[src/bcx_pkg.sv]
// Package of opcode patterns, field positions and cycle counts for the bit/increment/branch unit
package bcx_pkg;
	// Opcode pattern fields
	localparam logic [3:0] OP_BIT_CLEAR = 4'h9;
	localparam logic [5:0] OP_INC_SKIP_ZERO = 6'h0F;
	localparam logic [5:0] OP_INC_SKIP_NONZERO = 6'h12;
	localparam logic [7:0] OP_BRANCH_NEG = 8'hE6;
	// Field positions within the 16-bit opcode
	localparam int POS_BIT_LO = 9;
	localparam int POS_ACCESS = 8;
	localparam int POS_DEST = 9;
	// Indexed literal offset limit (file address at or below this)
	localparam logic [7:0] IDX_LIMIT = 8'h5F;
	// Number of no-operation cycles inserted for a discarded one- or two-word instruction
	localparam logic [1:0] NOP_ONE_WORD = 2'h1;
	localparam logic [1:0] NOP_TWO_WORD = 2'h2;
	// Index of the last quarter phase per instruction cycle
	localparam logic [1:0] LAST_PHASE = 2'h3;
	// Instruction kinds
	typedef enum logic [2:0] {
		BCX_KIND_NONE,
		BCX_KIND_BCLR,
		BCX_KIND_INCZ,
		BCX_KIND_INCNZ,
		BCX_KIND_BRN
	} bcx_kind_e;
endpackage : bcx_pkg

[src/bcx_decode.sv]
// Opcode decoder: classifies the instruction and resolves the data address
`timescale 1ns/100ps
module bcx_decode
(
	input wire logic [15:0] opcode_in,
	input wire logic ext_set_in,
	input wire logic [3:0] bank_sel_in,
	input wire logic [7:0] fsr2_base_in,
	output bcx_pkg::bcx_kind_e kind_out,
	output logic [11:0] addr_out,
	output logic indexed_out
);
	// Classify by the upper opcode bits
	always_comb
	begin
		kind_out = bcx_pkg::BCX_KIND_NONE;
		if (opcode_in[15:12] == bcx_pkg::OP_BIT_CLEAR)
			kind_out = bcx_pkg::BCX_KIND_BCLR;
		else if (opcode_in[15:10] == bcx_pkg::OP_INC_SKIP_ZERO)
			kind_out = bcx_pkg::BCX_KIND_INCZ;
		else if (opcode_in[15:10] == bcx_pkg::OP_INC_SKIP_NONZERO)
			kind_out = bcx_pkg::BCX_KIND_INCNZ;
		else if (opcode_in[15:8] == bcx_pkg::OP_BRANCH_NEG)
			kind_out = bcx_pkg::BCX_KIND_BRN;
	end

	// Address: access bank, indexed offset, or banked; indexed wins when enabled
	always_comb
	begin
		indexed_out = ext_set_in && !opcode_in[bcx_pkg::POS_ACCESS]
			&& (opcode_in[7:0] <= bcx_pkg::IDX_LIMIT);
		if (indexed_out)
			addr_out = {4'h0, fsr2_base_in} + {4'h0, opcode_in[7:0]};
		else if (!opcode_in[bcx_pkg::POS_ACCESS])
			addr_out = {{4{opcode_in[7]}}, opcode_in[7:0]};
		else
			addr_out = {bank_sel_in, opcode_in[7:0]};
	end
endmodule : bcx_decode

[src/bcx_exec.sv]
// Execution unit for bit clear, increment-with-skip and branch on negative
//
// How it works
// - Bit-clear opcode forces chosen file bit to zero; flags untouched.
// - Bank bit 0 means access bank; 1 means bank select register bank.
// - Extended set, bank bit 0, address up to 95: indexed literal offset.
// - Increment-skip-zero opcode adds one to the file value; flags untouched.
// - Destination 0 writes working register; 1 writes file register.
// - Zero result discards fetched next instruction; one no-operation cycle added.
// - Discarded two-word instruction adds two no-operation cycles, three total.
// - Increment-skip-nonzero skips the next instruction when result nonzero.
`timescale 1ns/100ps
module bcx_exec
(
	input wire logic ref_clk_in,
	input wire logic resetn_in,
	input wire logic phase_ena_in,
	input wire logic instr_valid_in,
	input wire logic [15:0] opcode_in,
	input wire logic next_two_word_in,
	input wire logic ext_set_in,
	input wire logic [3:0] bank_sel_in,
	input wire logic [7:0] fsr2_base_in,
	input wire logic [7:0] file_rdata_in,
	input wire logic negative_in,
	input wire logic [20:0] pc_in,
	output logic busy_out,
	output logic [11:0] file_addr_out,
	output logic file_we_out,
	output logic [7:0] file_wdata_out,
	output logic wreg_we_out,
	output logic [7:0] wreg_wdata_out,
	output logic pc_load_out,
	output logic [20:0] pc_value_out,
	output logic no_operation_out
);
	////////////////////////////////////////////////////////////////////////////
	// State
	typedef struct packed {
		logic [1:0] phase;
		logic [1:0] nop_left;
		bcx_pkg::bcx_kind_e kind;
		logic [15:0] op;
		logic [11:0] addr;
		logic file_we;
		logic [7:0] file_wdata;
		logic wreg_we;
		logic [7:0] wreg_wdata;
		logic pc_load;
		logic [20:0] pc_value;
		logic nop_out;
	} bcx_state_s;

	// One struct holds all state, so reset clears every field alike; hold keeps all but the three strobes
	bcx_state_s st_q;
	bcx_state_s st_d;
	bcx_pkg::bcx_kind_e dec_kind;
	logic [11:0] dec_addr;

	////////////////////////////////////////////////////////////////////////////
	// Decoder
	bcx_decode u_decode
	(
		.opcode_in(opcode_in),
		.ext_set_in(ext_set_in),
		.bank_sel_in(bank_sel_in),
		.fsr2_base_in(fsr2_base_in),
		.kind_out(dec_kind),
		.addr_out(dec_addr),
		.indexed_out() // Address is already resolved; the mode flag is not needed here
	);

	////////////////////////////////////////////////////////////////////////////
	// Package sanity: counts and field positions must suit the widths used below
	// A bad constant stops elaboration rather than giving quietly wrong results
	generate
		// Phase counter is two bits wide, so a cycle must be exactly four phases
		if (bcx_pkg::LAST_PHASE != 2'h3)
		begin : g_bad_phase
			$error("phase count does not fit the two-bit phase counter");
		end
		// Bit index is three bits and must lie inside the opcode word
		if (bcx_pkg::POS_BIT_LO + 3 > 16)
		begin : g_bad_bit_field
			$error("bit index field lies outside the opcode word");
		end
		// Destination and access bits must lie inside the opcode word
		if (bcx_pkg::POS_DEST > 15 || bcx_pkg::POS_ACCESS > 15)
		begin : g_bad_flag_bits
			$error("operand bit position lies outside the opcode word");
		end
		// Two-bit slot counter; a two-word skip owes more slots than a one-word one
		if (bcx_pkg::NOP_TWO_WORD <= bcx_pkg::NOP_ONE_WORD || bcx_pkg::NOP_ONE_WORD == 2'h0)
		begin : g_bad_skip_count
			$error("skip slot counts are inconsistent");
		end
	endgenerate

	////////////////////////////////////////////////////////////////////////////
	// Next state, one step per phase enable:
	//   phase 0 latches opcode and resolved address, or runs an owed idle slot
	//   phases 1 and 2 only advance the counter while the file read settles
	//   phase 3 computes the result and raises the write or branch strobe
	// Strobes land on the clock after the phase 3 enable and last one clock.
	// Hazard: file read data is only looked at on the phase 3 enable and is
	// not latched earlier, so a slow file path gives a wrong result, not a stall.
	// Idle slots are counted in whole instruction cycles, so an owed idle
	// cycle keeps its length in phases whatever the enable rate is.
	// Opcodes offered while slots are owed are ignored, not queued.
	logic [7:0] inc_val;
	logic skip;
	logic [2:0] bitn;
	logic [20:0] branch_off;
	always_comb
	begin
		st_d = st_q;
		inc_val = file_rdata_in + 8'h01;
		skip = 1'b0;
		bitn = st_q.op[bcx_pkg::POS_BIT_LO +: 3];
		branch_off = {{12{st_q.op[7]}}, st_q.op[7:0], 1'b0};
		// Write strobes are one-cycle pulses
		st_d.file_we = 1'b0;
		st_d.wreg_we = 1'b0;
		st_d.pc_load = 1'b0;
		if (phase_ena_in)
		begin
			st_d.phase = st_q.phase + 2'h1;
			case (st_q.phase)
				2'h0:
				begin
					// Slots owed to a discarded instruction run as no-operations
					if (st_q.nop_left != 2'h0)
					begin
						st_d.nop_left = st_q.nop_left - 2'h1;
						st_d.nop_out = 1'b1;
						st_d.kind = bcx_pkg::BCX_KIND_NONE;
					end
					else
					begin
						st_d.nop_out = 1'b0;
						st_d.kind = instr_valid_in ? dec_kind : bcx_pkg::BCX_KIND_NONE;
						st_d.op = opcode_in;
						st_d.addr = dec_addr;
					end
				end
				bcx_pkg::LAST_PHASE:
				begin
					case (st_q.kind)
						bcx_pkg::BCX_KIND_BCLR:
						begin
							// Only the chosen bit changes; no flag update path exists
							st_d.file_we = 1'b1;
							st_d.file_wdata = file_rdata_in & ~(8'h01 << bitn);
						end
						bcx_pkg::BCX_KIND_INCZ, bcx_pkg::BCX_KIND_INCNZ:
						begin
							if (st_q.op[bcx_pkg::POS_DEST])
							begin
								st_d.file_we = 1'b1;
								st_d.file_wdata = inc_val;
							end
							else
							begin
								st_d.wreg_we = 1'b1;
								st_d.wreg_wdata = inc_val;
							end
							if (st_q.kind == bcx_pkg::BCX_KIND_INCZ)
								skip = (inc_val == 8'h00);
							else
								skip = (inc_val != 8'h00);
							if (skip)
								st_d.nop_left = next_two_word_in ? bcx_pkg::NOP_TWO_WORD
									: bcx_pkg::NOP_ONE_WORD;
						end
						bcx_pkg::BCX_KIND_BRN:
						begin
							// PC already points past this word, so add only 2n
							if (negative_in)
							begin
								st_d.pc_load = 1'b1;
								st_d.pc_value = pc_in + branch_off;
								st_d.nop_left = bcx_pkg::NOP_ONE_WORD;
							end
						end
						default:
						begin
							st_d.pc_load = 1'b0;
						end
					endcase
				end
				default:
				begin
					st_d.phase = st_q.phase + 2'h1;
				end
			endcase
		end
	end

	// State register
	always_ff @(posedge ref_clk_in or negedge resetn_in)
	begin
		if (!resetn_in)
			st_q <= '0;
		else
			st_q <= st_d;
	end

	////////////////////////////////////////////////////////////////////////////
	// Outputs
	// All come straight from the state register, so no input reaches an output
	assign busy_out = (st_q.nop_left != 2'h0);
	assign file_addr_out = st_q.addr;
	assign file_we_out = st_q.file_we;
	assign file_wdata_out = st_q.file_wdata;
	assign wreg_we_out = st_q.wreg_we;
	assign wreg_wdata_out = st_q.wreg_wdata;
	assign pc_load_out = st_q.pc_load;
	assign pc_value_out = st_q.pc_value;
	assign no_operation_out = st_q.nop_out;
endmodule : bcx_exec

[config.mk]
export PLATFORM = sky130hd
export DESIGN_NAME = bcx_exec
export DESIGN_NICKNAME = d
export VERILOG_FILES = /design/src/bcx_pkg.sv /design/src/bcx_decode.sv /design/src/bcx_exec.sv
export SDC_FILE = /design/constraint.sdc
export NUM_CORES = 1
export LEC_CHECK = 0
export BUFFER_PORTS_ARGS = -buffer_cell sky130_fd_sc_hd__buf_2
export CAP_MARGIN = 20
export CORE_MARGIN = 5
export CORE_UTILIZATION = 45
export DETAILED_ROUTE_END_ITERATION = 16
export GPL_ROUTABILITY_DRIVEN = 0
export PLACE_DENSITY = 0.75
export SLEW_MARGIN = 40
export SYNTH_ARGS = -nofsm -noshare
export SYNTH_HDL_FRONTEND = slang
export SYNTH_SLANG_ARGS = --single-unit
[constraint.sdc]
create_clock -name ref_clk_in -period 2.5 [get_ports ref_clk_in]
set_input_delay 0.25 -clock ref_clk_in [delete_from_list [all_inputs] [get_ports ref_clk_in]]
set_output_delay 0.25 -clock ref_clk_in [all_outputs]
set_load 0.1 [all_outputs]
==> results of run 1 <==
==> Yosys cell counts (7+ instances only) <==
| master | count | area share (%) |
|---|---|---|
| buf_4 | 49 | 7.4 |
| a21oi_1 | 27 | 2.7 |
| a21o_1 | 7 | 1.1 |
| nor2_1 | 30 | 2.3 |
| o211ai_1 | 8 | 1.2 |
| xnor2_1 | 12 | 2.1 |
| nand4_1 | 8 | 1.0 |
| ha_1 | 32 | 8.0 |
| dfrtp_1 | 71 | 36 |
| nand2_1 | 105 | 7.9 |
| nor3_1 | 7 | 0.70 |
| o21ai_0 | 43 | 4.3 |
| clkbuf_1 | 21 | 1.6 |
| inv_1 | 16 | 1.2 |
| xor2_1 | 16 | 2.8 |
| nand3_1 | 19 | 1.9 |
==> sequential cells by signal, summed over array words and instances, names as in the netlist <==
| signal | count |
|---|---|
| bitn | 3 |
| branch_off | 8 |
| file_addr_out | 12 |
| file_wdata_out | 8 |
| file_we_out | 1 |
| no_operation_out | 1 |
| pc_load_out | 1 |
| pc_value_out | 21 |
| st_q | 7 |
| wreg_wdata_out | 8 |
| wreg_we_out | 1 |
==> kinds of logic (layout without fill, tap and decap cells) <==
family,after synthesis,in the layout,synth area share [%]
compound gates,135,135,17.67
xor+xnor,28,28,4.906
fa+ha+maj,34,34,8.811
buf+inv,93,173,10.91
flops,71,71,35.54
mux,13,13,2.929
simple gates,206,206,19.22
==> through the flow <==
step	setup TNS [ps]	total power, mW	hold WS (ps)	util [%]
floorplan	0	4.310	-45.59	-
global placement	0	4.776	438.4	50.09
detailed placement	-3.095	4.881	318.4	50.13
CTS	0	6.027	79.23	52.40
global route	-6.848	6.407	120.7	52.60
finish	0	6.024	95.89	52.60
==> final cells by class <==
cell class              count  area [sq um]  area share (%)
multi-input cells         416          2683           47.05
clock buffers              10         127.6           2.238
inverters                  17         63.81           1.119
clock inverters             6         108.9           1.909
well taps                 140         175.2           3.072
repair buffers            140         767.0           13.45
flip-flops and latches     71          1777           31.16
==> power by group <==
group	switching, mW	total [mW]	internal [mW]
clock network	0.452	1.11	0.662
logic	2.30	3.31	1.01
registers	0.207	1.60	1.40
==> per-layer routing <==
layer	up-vias	GRT usage, %	part of all wire, %	wire length, microns
li1	2139	-	-	-
met1	2055	24.60	45	5427
met2	144	29.78	46	5623
met3	20	3.632	6.9	845
met4	0	8.216	2.4	298
met5	-	0	0	0
==> what timing repair did <==
| item | in CTS | in global routing |
|---|---|---|
| hold buffers | 1 | 0 |
| setup buffers | 0 | 2 |
| pin swaps | 1 | 3 |
| endpoints found under the setup margin | 1 | 1 |
| hold endpoints to repair | 71 | 0 |
| resized for setup | 0 | 1 |
==> worst paths after layout <==
check,from,endpoint,slack (ps),depth (start not counted)
max reg2reg,branch_off[1],pc_value_out[17],50,8
min,pc_in[0],pc_value_out[0],100,3
max in group asynchronous,resetn_in,wreg_wdata_out[5],1550,2
min in group asynchronous,resetn_in,file_addr_out[4],450,2
min reg2reg,pc_value_out[1],pc_value_out[1],480,2
max,branch_off[1],pc_value_out[17],50,8
==> critical path: stages (launching register included) <==
cell and delay, ps:
dfrtp_1 380, ha_1 210, fa_2 360, a211oi_2 260, o211ai_1 180, a41oi_2 220
o21ai_1 140, and4_1 220, or3_1 370
==> impl_metrics.tcl, run 1 <==
set metrics [dict create \
    final_max_slew_viol_count 0 \
    cp.arrival_ps 2680 \
    worst_slack_ps 49.66 \
    ys.flop_type "dfrtp_1" \
    crit_path_end_kind "flop" \
    die_w_microns 115.4 \
    die-area_sq_mm 0.01332 \
    postPlaceCellArea_sq_mm 0.005434 \
    synth_edf_count 0 \
    final_cells 800 \
    power.leakage_nw 2.872 \
    synthArstFlopShare_pct 100.0 \
    post_drt_wl_per_cell_microns 15.24 \
    placed_cells 781 \
    hold_viol_final 0 \
    clockBufferDepth 2 \
    die_y_microns 115.4 \
    core_sq_mm 0.01084 \
    cts_buffers 9 \
    period_share_pct 98.01 \
    rows 38 \
    vias 4358 \
    relSlewSlack_pct 54.77 \
    grt_overflow 0 \
    dr.pass1.iters 4 \
    io_pins 118 \
    postRouteAntennaNets 0 \
    antenna_found_initial 0 \
    area_growth_pct 14.07 \
    clk_root_buffer_cell "clkbuf_8" \
    fin_area_sq_mm 0.005702 \
    skew_ps 3.875 \
    track_usage_pct 18.65 \
    criticalPathCategory "flop to flop" \
    synth_cell_type_count 66 \
    synth_cells 580 \
    grt_pass1_wl_microns 20090 \
    setup_violations 0 \
    final_cell_mix "buf_2 (116), nand2_1 (105), dfrtp_1 (71), o21ai_0 (43), ha_1 (32)" \
    clk_pin_slew_ps 70 \
    antenna_cells 0 \
    clkLatencyLatePin_ps 350 \
    wl_microns 12200 \
    drt-initial-drc-count 194 \
    nFillCells 1035 \
    power_density_mw_per_mm2 1057 \
    nets 753 \
    drive_above_1_share_pct 27.27 \
    worst_ep_required_time_ps 2730 \
    synthesis.nets 678 \
    syn_avg_cell_area_sq_um 8.618 \
    max-cap-violations 0 \
    grt_max_degree 72 \
    cp_max_fo 2 \
    synth_seq_cells 71 \
    grt_pass1_vias 4296 \
    drt-vias-per-instance 5.448 \
    ys_warn_count 0 \
    period_needed_ps 2450 \
    preCtsSetupSlack_ps -3.095 \
    htreeDepth 3 \
    final_common_cell "buf_2" \
    status "finished clean" \
    hp-class "input port to flop" \
    fmax_mhz 408.1 \
    drc 0 \
    clock_sinks 71 \
    worst_pin_slew_ps 678.5 \
    yosysSeqAreaShare_pct 35.54 \
    start_util_pct 46.11 \
    start_kind "flop" \
    portBuffers 117 \
    synth_area_sq_mm 0.004999 \
    ir_worst_vdd_mv 0.7651 \
    tritoncts "yes" \
    dp_hpwl_microns 9360 \
]
Note: power is estimated with default switching activity, not from simulation.
==> run 2: changes to the inputs <==
--- a/config.mk
+++ b/config.mk
@@ -6,8 +6,10 @@
 export NUM_CORES = 1
 export LEC_CHECK = 0
+export ABC_AREA = 1
 export BUFFER_PORTS_ARGS = -buffer_cell sky130_fd_sc_hd__buf_2
 export CAP_MARGIN = 20
 export CORE_MARGIN = 5
 export CORE_UTILIZATION = 45
+export CTS_BUF_LIST = sky130_fd_sc_hd__clkbuf_4 sky130_fd_sc_hd__clkbuf_8
 export DETAILED_ROUTE_END_ITERATION = 16
 export GPL_ROUTABILITY_DRIVEN = 0
==> constraint.sdc (replaced) <==
create_clock -name ref_clk_in -period 2.5 [get_ports ref_clk_in]
set_input_delay 0.5 -clock ref_clk_in [delete_from_list [all_inputs] [get_ports ref_clk_in]]
set_output_delay 0.5 -clock ref_clk_in [all_outputs]
set_load 0.1 [all_outputs]
==> run 2 against run 1 <==
Power rose by 9.1%. Clock power hardly changed. Register-to-register slack better by 290 ps.
==> impl_metrics.tcl, run 2 <==
set metrics [dict create \
    synth_seq_cells 71 \
    synthesis.nets 759 \
    yosysSeqAreaShare_pct 35.47 \
    postPlaceCellArea_sq_mm 0.005398 \
    io_pins 118 \
    start_kind "flop" \
    antenna_found_initial 1 \
    core_sq_mm 0.01089 \
    clk_root_buffer_cell "clkbuf_8" \
    period_share_pct 86.27 \
    synth_most_common_cell "nand2_1" \
    die_w_microns 115.5 \
    preCtsSetupSlack_ps 327.6 \
    final_common_cell "nand2_1" \
    ff2ff_path_depth 7 \
    grt_pass1_vias 4265 \
    worst_pin_slew_ps 569.6 \
    synth_area_sq_mm 0.005009 \
    area_growth_pct 12.47 \
    grt_overflow 0 \
    synth_edf_count 0 \
    cp.arrival_ps 2440 \
    status "finished clean" \
    worst_slack_ps 343.4 \
    final_max_slew_viol_count 0 \
    synth_cells 661 \
    power.leakage_nw 3.066 \
    synthArstFlopShare_pct 100.0 \
    ys.flop_type "dfrtp_1" \
    nets 834 \
    clock_sinks 71 \
    ir_worst_vdd_mv 1.096 \
    clk_pin_slew_ps 80 \
    drt-vias-per-instance 5.057 \
    portBuffers 117 \
    fmax_mhz 463.7 \
    relSlewSlack_pct 62.03 \
    synth_cell_type_count 46 \
    postRouteAntennaNets 0 \
    ys_warn_count 0 \
    die_y_microns 115.5 \
    skew_ps 12.70 \
    worst_ep_required_time_ps 2780 \
    antenna_cells 0 \
    start_util_pct 46.00 \
    synth_area_leaders "dfrtp_1 (35%), nand2_1 (14%), ha_1 (8.0%)" \
    htreeDepth 3 \
    setup_violations 0 \
    wl_microns 11950 \
    cp_max_fo 14 \
    criticalPathCategory "flop to flop" \
    hp-class "input port to asynchronous set/reset pin" \
    synthTopCellsByCount "nand2_1 (185), dfrtp_1 (71), inv_1 (54)" \
    syn_avg_cell_area_sq_um 7.577 \
    tns_ps 0 \
    max-cap-violations 0 \
    clockBufferDepth 2 \
    hold_viol_final 0 \
    hold_buffers 0 \
    clkLatencyLatePin_ps 360 \
    top_layer "met5" \
    drt-initial-drc-count 160 \
    wl_met2_microns 5148 \
    cts-resized-gates 0 \
    wl_met1_microns 5820 \
    track_usage_pct 18.41 \
    drive_above_1_share_pct 22.40 \
    drc 0 \
    crit_path_end_kind "flop" \
    wl_met3_microns 781 \
    post_drt_wl_per_cell_microns 13.56 \
    cts_buffers 9 \
    rows 38 \
    cts_setup_buffers 0 \
    period_needed_ps 2157 \
    grt_max_degree 44 \
    die-area_sq_mm 0.01334 \
    dp_hpwl_microns 9316 \
    final_cell_mix "nand2_1 (185), buf_2 (116), dfrtp_1 (71), inv_1 (54), nor2_1 (45)" \
    dr.pass1.iters 6 \
    yosys.area.top_type "dfrtp_1" \
    fin_area_sq_mm 0.005633 \
    rsz0062_at_grt "false" \
    synth_top_area_share_pct 35.47 \
    largest_reg_flops 21 \
    tritoncts "yes" \
    power_density_mw_per_mm2 1167 \
    grt_pass1_wl_microns 19730 \
    vias 4455 \
]
==> run 2: final cells by class <==
type                    count  area [sq um]
flip-flops and latches     71          1777
fillers                  1102          5255
multi-input cells         467          2565
clock inverters             4         76.32
clock buffers              12         158.9
well taps                 140         175.2
inverters                  64         247.7
repair buffers            123         633.1
==> run 2: power by group <==
part	internal [mW]	switching, mW
registers	1.47	0.252
logic	0.889	2.89
clock network	0.631	0.447
total	2.99	3.59
==> run 2: worst paths after layout <==
path | end | startpoint | slack (ps)
max | pc_value_out[16] | branch_off[8] | 340
min | pc_value_out[15] | resetn_in | 130
max reg2reg | pc_value_out[16] | branch_off[8] | 340
min reg2reg | pc_value_out[0] | pc_value_out[0] | 470
max in group asynchronous | pc_value_out[2] | resetn_in | 1750
min in group ref_clk_in | pc_value_out[0] | pc_in[0] | 350
==> run 2: routing by layer <==
metal	vias to the layer above	track usage (%)
li1	2294	-
met1	2013	25.86
met2	130	28.09
met3	16	4.178
met4	2	6.338
met5	-	0
==> run 2: cells by family (layout without fill, tap and decap cells) <==
kind of cell | Yosys count | after routing | synth area share [%]
DFF | 71 | 71 | 35.47
xor gates and xnor gates | 14 | 14 | 2.448
buffers and inverters | 123 | 203 | 13.32
adders and majority gates | 34 | 34 | 8.793
AOI/OAI and AO/OA | 113 | 113 | 13.44
and+or+nand+nor | 306 | 306 | 26.53
==> run 2: worst max-delay path, stage by stage, from the launching register on <==
cell and delay (ps):
dfrtp_1 690, ha_1 390, a21oi_1 210, nor2_1 60, nor2_1 140, a21boi_1 280
nand3_1 140, a31oi_1 170
==> run 2: per-stage QoR <==
stage / cells / util [%] / power [mW] / hold slack, ps
finish: 881 / 51.74 / 6.575 / 134.7
global route: 881 / 51.74 / 7.028 / 171.3
CTS: 881 / 51.74 / 6.614 / 139.2
detailed placement: 865 / 49.57 / 5.504 / 457.5
global placement: 865 / 49.57 / 5.476 / 452.8
floorplan: 661 / - / 5.078 / 204.4
